--- src/rtl/ppr_pkg.sv ---
package ppr_pkg;

    // ****************************************
    // register map
    // ****************************************
    localparam int          ADDR_W           = 4;
    localparam int          DATA_W           = 16;
    localparam int          IN_SEL_W         = 8;
    localparam int          FN_SEL_W         = 6;
    localparam int          NUM_OUT_REGS     = 3;
    localparam int          NUM_OUT_PINS     = 6;

    localparam logic [3:0]  ADDR_IN2_SELECT  = 4'h0;
    localparam logic [3:0]  ADDR_OUT_MAP_0   = 4'h1;
    localparam logic [3:0]  ADDR_OUT_MAP_1   = 4'h2;
    localparam logic [3:0]  ADDR_OUT_MAP_2   = 4'h3;

    // ****************************************
    // field layout
    // ****************************************
    localparam int          IN_SEL_LSB       = 0;
    localparam int          FN_LO_LSB        = 0;
    localparam int          FN_HI_LSB        = 8;

    localparam logic [7:0]  IN_SEL_RESET     = 8'h00;
    localparam logic [5:0]  FN_SEL_RESET     = 6'h00;
    localparam logic [15:0] READ_ZERO        = 16'h0000;

    // ****************************************
    // input source codes and output port-control function code
    // ****************************************
    localparam logic [7:0]  SRC_GROUND       = 8'h00;
    localparam logic [7:0]  SRC_COMPARATOR_1 = 8'h01;
    localparam logic [7:0]  SRC_PIN_181      = 8'hB5;

    localparam logic [5:0]  FN_PORT_CONTROL  = 6'h00;

endpackage : ppr_pkg

--- src/rtl/ppr_in_select.sv ---
module ppr_in_select
    import ppr_pkg::*;
(
    input  wire logic [ppr_pkg::IN_SEL_W-1:0] sel_i,
    input  wire logic                         input_only_pin_181_i,
    input  wire logic                         comparator_one_output_i,
    output logic                              rx2_o
);
    import ppr_pkg::*;

    always_comb begin
        case (sel_i)
            SRC_PIN_181:      rx2_o = input_only_pin_181_i;
            SRC_COMPARATOR_1: rx2_o = comparator_one_output_i;
            SRC_GROUND:       rx2_o = 1'h0;
            // codes with no source wired here also read as ground
            default:          rx2_o = 1'h0;
        endcase
    end

endmodule : ppr_in_select

--- src/rtl/ppr_out_pin.sv ---
module ppr_out_pin
    import ppr_pkg::*;
#(
    parameter int NUM_FN = 64
) (
    input  wire logic [ppr_pkg::FN_SEL_W-1:0] fn_sel_i,
    input  wire logic [NUM_FN-1:0]            periph_out_i,
    input  wire logic                         port_data_i,
    output logic                              pin_o,
    output logic                              periph_owned_o
);
    import ppr_pkg::*;

    always_comb begin
        periph_owned_o = (fn_sel_i != FN_PORT_CONTROL);
        if (periph_owned_o && (int'(fn_sel_i) < NUM_FN)) begin
            pin_o = periph_out_i[fn_sel_i];
        end else begin
            pin_o = port_data_i;
        end
    end

endmodule : ppr_out_pin

--- src/rtl/ppr_remap.sv ---
// Strobed register access and the placing of the registers were decided locally.
module ppr_remap
    import ppr_pkg::*;
#(
    parameter int NUM_FN = 64
) (
    input  wire logic                            clk_sys_i,
    input  wire logic                            rst_b_i,
    input  wire logic [ppr_pkg::ADDR_W-1:0]      addr_i,
    input  wire logic [ppr_pkg::DATA_W-1:0]      wdata_i,
    input  wire logic                            wr_i,
    input  wire logic                            rd_i,
    output logic      [ppr_pkg::DATA_W-1:0]      rdata_o,
    input  wire logic                            input_only_pin_181_i,
    input  wire logic                            comparator_one_output_i,
    output logic                                 sensor_link_rx2_o,
    input  wire logic [NUM_FN-1:0]               periph_out_i,
    input  wire logic [ppr_pkg::NUM_OUT_PINS-1:0] port_data_i,
    output logic      [ppr_pkg::NUM_OUT_PINS-1:0] pin_o,
    output logic      [ppr_pkg::NUM_OUT_PINS-1:0] periph_owned_o
);
    import ppr_pkg::*;

    // ****************************************
    // select registers
    // ****************************************
    // pin order in outputs: 20, 35, 36, 37, 38, 39
    logic [IN_SEL_W-1:0] sensor_link_rx2_source;
    logic [FN_SEL_W-1:0] fn_sel [NUM_OUT_PINS];

    function automatic logic [DATA_W-1:0] pack_map(input logic [FN_SEL_W-1:0] hi,
                                                   input logic [FN_SEL_W-1:0] lo);
        pack_map = READ_ZERO;
        pack_map[FN_HI_LSB +: FN_SEL_W] = hi;
        pack_map[FN_LO_LSB +: FN_SEL_W] = lo;
    endfunction : pack_map

    always_ff @(posedge clk_sys_i or negedge rst_b_i) begin
        if (!rst_b_i) begin
            sensor_link_rx2_source <= IN_SEL_RESET;
        end else if (wr_i && addr_i == ADDR_IN2_SELECT) begin
            // upper byte is not stored at all
            sensor_link_rx2_source <= wdata_i[IN_SEL_LSB +: IN_SEL_W];
        end
    end

    // map register k holds pin 2k+1 high and pin 2k low
    genvar k;
    generate
        for (k = 0; k < NUM_OUT_REGS; k++) begin : g_map
            localparam logic [ADDR_W-1:0] MAP_ADDR = ADDR_OUT_MAP_0 + ADDR_W'(k);
            always_ff @(posedge clk_sys_i or negedge rst_b_i) begin
                if (!rst_b_i) begin
                    fn_sel[2*k]   <= FN_SEL_RESET;
                    fn_sel[2*k+1] <= FN_SEL_RESET;
                end else if (wr_i && addr_i == MAP_ADDR) begin
                    fn_sel[2*k+1] <= wdata_i[FN_HI_LSB +: FN_SEL_W];
                    fn_sel[2*k]   <= wdata_i[FN_LO_LSB +: FN_SEL_W];
                end
            end
        end
    endgenerate

    // ****************************************
    // read port
    // ****************************************
    always_ff @(posedge clk_sys_i or negedge rst_b_i) begin
        if (!rst_b_i) begin
            rdata_o <= READ_ZERO;
        end else if (rd_i) begin
            case (addr_i)
                ADDR_IN2_SELECT: rdata_o <= DATA_W'(sensor_link_rx2_source);
                ADDR_OUT_MAP_0:  rdata_o <= pack_map(fn_sel[1], fn_sel[0]);
                ADDR_OUT_MAP_1:  rdata_o <= pack_map(fn_sel[3], fn_sel[2]);
                ADDR_OUT_MAP_2:  rdata_o <= pack_map(fn_sel[5], fn_sel[4]);
                default:         rdata_o <= READ_ZERO;
            endcase
        end else begin
            // data stands only in the cycle after the strobe
            rdata_o <= READ_ZERO;
        end
    end

    // ****************************************
    // routing
    // ****************************************
    ppr_in_select u_in_select (
        .sel_i                   (sensor_link_rx2_source),
        .input_only_pin_181_i    (input_only_pin_181_i),
        .comparator_one_output_i (comparator_one_output_i),
        .rx2_o                   (sensor_link_rx2_o)
    );

    genvar p;
    generate
        for (p = 0; p < NUM_OUT_PINS; p++) begin : g_pin
            ppr_out_pin #(
                .NUM_FN (NUM_FN)
            ) u_out_pin (
                .fn_sel_i       (fn_sel[p]),
                .periph_out_i   (periph_out_i),
                .port_data_i    (port_data_i[p]),
                .pin_o          (pin_o[p]),
                .periph_owned_o (periph_owned_o[p])
            );
        end
    endgenerate

endmodule : ppr_remap

--- config.mk ---
export PLATFORM = sky130hd
export DESIGN_NAME = ppr_remap
export DESIGN_NICKNAME = d
export VERILOG_FILES = /design/src/rtl/ppr_pkg.sv /design/src/rtl/ppr_in_select.sv /design/src/rtl/ppr_out_pin.sv /design/src/rtl/ppr_remap.sv
export SDC_FILE = /design/constraint.sdc
export NUM_CORES = 1
export LEC_CHECK = 0
export BUFFER_PORTS_ARGS = -buffer_cell sky130_fd_sc_hd__buf_4
export CORE_UTILIZATION = 50
export CTS_CLUSTER_DIAMETER = 200
export DETAILED_ROUTE_END_ITERATION = 6
export PLACE_DENSITY = 0.74
export SLEW_MARGIN = 20
export SYNTH_ARGS = -nofsm -noshare
export SYNTH_HDL_FRONTEND = slang
export SYNTH_SLANG_ARGS = --single-unit
--- constraint.sdc ---
create_clock -name clk_sys_i -period 2.8 [get_ports clk_sys_i]
set_input_delay 0.14 -clock clk_sys_i [delete_from_list [all_inputs] [get_ports clk_sys_i]]
set_output_delay 0.14 -clock clk_sys_i [all_outputs]
set_load 0.1 [all_outputs]
==> metrics.txt <==
overall routing resource usage=0.337; Pre-antenna DRT Iters=5; initial core utilization=0.524; initial antenna violation count=0; critical path cell sequence=mux4_2 > mux4_2 > mux2i_1 > o22ai_1 > buf_4; TritonCTS clock tree=yes; post-synth top area share=0.283; most frequent cells in the layout=buf_4, mux4_2, mux2_2; Async SR Flop Fraction=1.00; Yosys reg bits=just under 60; Worst-path clk slew=50 ps; GP Congestion=a little over 1; Top FF cell, synth=dfrtp_1; Clock Tree Buf Depth=2; status=finished, final reports clean; EDFF count, synth=0; Critical Path AT=2580 ps; Comb power frac=0.525; crit path buf inv count=1; Nets=a little under 700; root buffer cell=clkbuf_16; Hold/Removal Path Class=input pin to flop; # IOs=~130; footprint of the multi-input gates=0.00404 mm²; dominant cells by area after synthesis=mux4_2, dfrtp_1, mux2_2, mux2i_1, mux4_1; Final period util=0.972; Routed Antenna Nets=0; CP most frequent cell=mux4_2; clock skew=roughly 5.5 ps; vias in the first global route=about 5k; post-synth top area cell=mux4_2; H-tree depth=3; Die Width=110 µm; Detailed Route Iter0 Violations=561; Final Core Density=0.650; Clock power frac=0.223; startpoint types=flop; FF/Latch Area=0.00146 mm²; Worst path slowest cell=dfrtp_1; Pint=about 3200 µW; Core Rows=38; Final Hold Fails=0; Die Y=roughly 110 µm; gr ovfl total=0; Sw Share=0.405; Syn Inst Count=489; biggest cell delay along the critical path=roughly 840 ps; Syn Area/Cell=about 12 µm²; WL per Instance=between 20 and 30 µm; leakage power=just under 0.003 µW; fill count=858; most common cell after layout, fill and taps aside=buf_4; DRT Wirelength=approximately 19000 µm; Netlist cell types=45; port bufs=120; pin count of the biggest net entering global routing=slightly below 60; sequential share of the synthesized area=0.250; Peak VDD IR=495 µV; fin crit period=roughly 2700 ps; kind of critical path=flop to output pin; fmax=~0.37 GHz; n_diodes=0; Worst-Skew Late Latency=between 300 and 400 ps; Synthesis Warnings=0; Core Footprint=about 0.011 mm²; max-cap viol count=0; share of cells above drive strength 1=0.518; CP Max Fanout=19; DR vias=5195; DRC=0; switching power=2160 µW; via/cell ratio=about 7.1; Die ar.=0.0120 mm²; pwr dens=roughly 740 mW/mm²; dpl hpwl=14300 µm; Req. time, crit path=2660 ps; setup violators final=0; Slew HR=0.423; CP endpoint kind=output pin; area delta synth->final=24.0%; Slew @ Worst Pin=roughly 860 ps; global-route wire length before repair=between 20000 and 30000 µm; Mapped Area=0.00581 mm²; Tot Pwr=around 5300 µW; CTS sink count=58; sequential power share=0.252; CP delay by family, top=multiplexers; CTS buffer count=9; fin. max-slew vios=0
cells by family (layout without fill, tap and decap cells):
family	count (synthesis)	in the layout	share of synthesized area
AOI/OAI and AO/OA	88	88	0.109
and+or+nand+nor	100	100	0.0873
muxes	173	173	0.495
buffers and inverters	69	172	0.0580
other	1	2	0.000646
DFF	58	58	0.250
power by group through the flow:
stage	Clock (µW)	Sequential (µW)	Combinational, µW
CTS	1200	1330	2670
floorplan	0	1110	2260
finish	1190	1340	2800
detailed placement	0	1340	2660
global placement	0	1320	2620
global route	1250	1380	2950
registers in the layout, indices dropped and copies added, names as in the netlist:
| name | cells |
|---|---|
| fn_sel | 36 |
| rdata_o | 14 |
| sensor_link_rx2_source | 8 |
synthesized netlist by cell type (3+ instances only):
library cell / count
a2111oi_0: 6
a211oi_1: 5
a21oi_1: 14
a222oi_1: 6
a22oi_1: 23
a31oi_1: 3
and3_1: 3
buf_1: 4
buf_2: 14
buf_4: 14
clkbuf_1: 25
dfrtp_1: 58
inv_1: 11
mux2_2: 53
mux2i_1: 37
mux4_1: 10
mux4_2: 73
nand2_1: 30
nand3_1: 8
nor2_1: 18
nor2b_1: 14
nor3_1: 7
nor4_1: 7
o211ai_1: 4
o21ai_0: 7
o22ai_1: 9
routing by layer:
| layer | vias to the layer above | global-route usage | routed length [µm] | share of wire |
|---|---|---|---|---|
| met4 | 0 | 0.122 | 656 | 0.034 |
| met1 | 2587 | 0.443 | 7080 | 0.37 |
| met2 | 354 | 0.534 | 9270 | 0.48 |
| met3 | 61 | 0.0931 | 2270 | 0.12 |
| li1 | 2193 | - | - | - |
| met5 | - | 0 | 0 | 0 |
timing repair:
item / in CTS / in global routing
gates resized for setup: 2 / 27
setup endpoints to repair: 1 / 4
hold endpoints to repair: 58 / 0
hold buffers: 1 / 0
setup buffers: 0 / 4
pin swaps: 0 / 3
metrics by stage:
stage	TNS [ps]	std cells	area [µm²]	setup slack, ps	hold WS (ps)
floorplan	0	490	5820	216	-156
global placement	0	712	6770	232	231
detailed placement	0	712	6770	237	243
CTS	0	729	7110	16.2	51.7
global route	-3.69	733	7200	-3.69	49.4
finish	0	733	7200	78.7	55.3
area by class of cell:
class                           instances  area share
Timing Repair Buffer                  145       0.161
Tap cell                              140      0.0243
Clock buffer                           12      0.0356
Inverter                               11     0.00573
Sequential cell                        58       0.203
Clock inverter                          4      0.0103
Multi-Input combinational cell        363       0.560
final timing paths:
kind                       cells past startpoint  slack, ps                      start                   endpoint
max reg2reg                                    2       1470                 fn_sel[25]                 rdata_o[9]
max in group asynchronous                      2       1860                    rst_b_i                 fn_sel[21]
min reg2reg                                    1        520  sensor_link_rx2_source[6]  sensor_link_rx2_source[6]
max                                            5         80                 fn_sel[25]                   pin_o[1]
min                                            2         60                 wdata_i[7]  sensor_link_rx2_source[7]
min in group asynchronous                      2        410                    rst_b_i                  fn_sel[2]
Note: power is estimated with default switching activity, not from simulation.
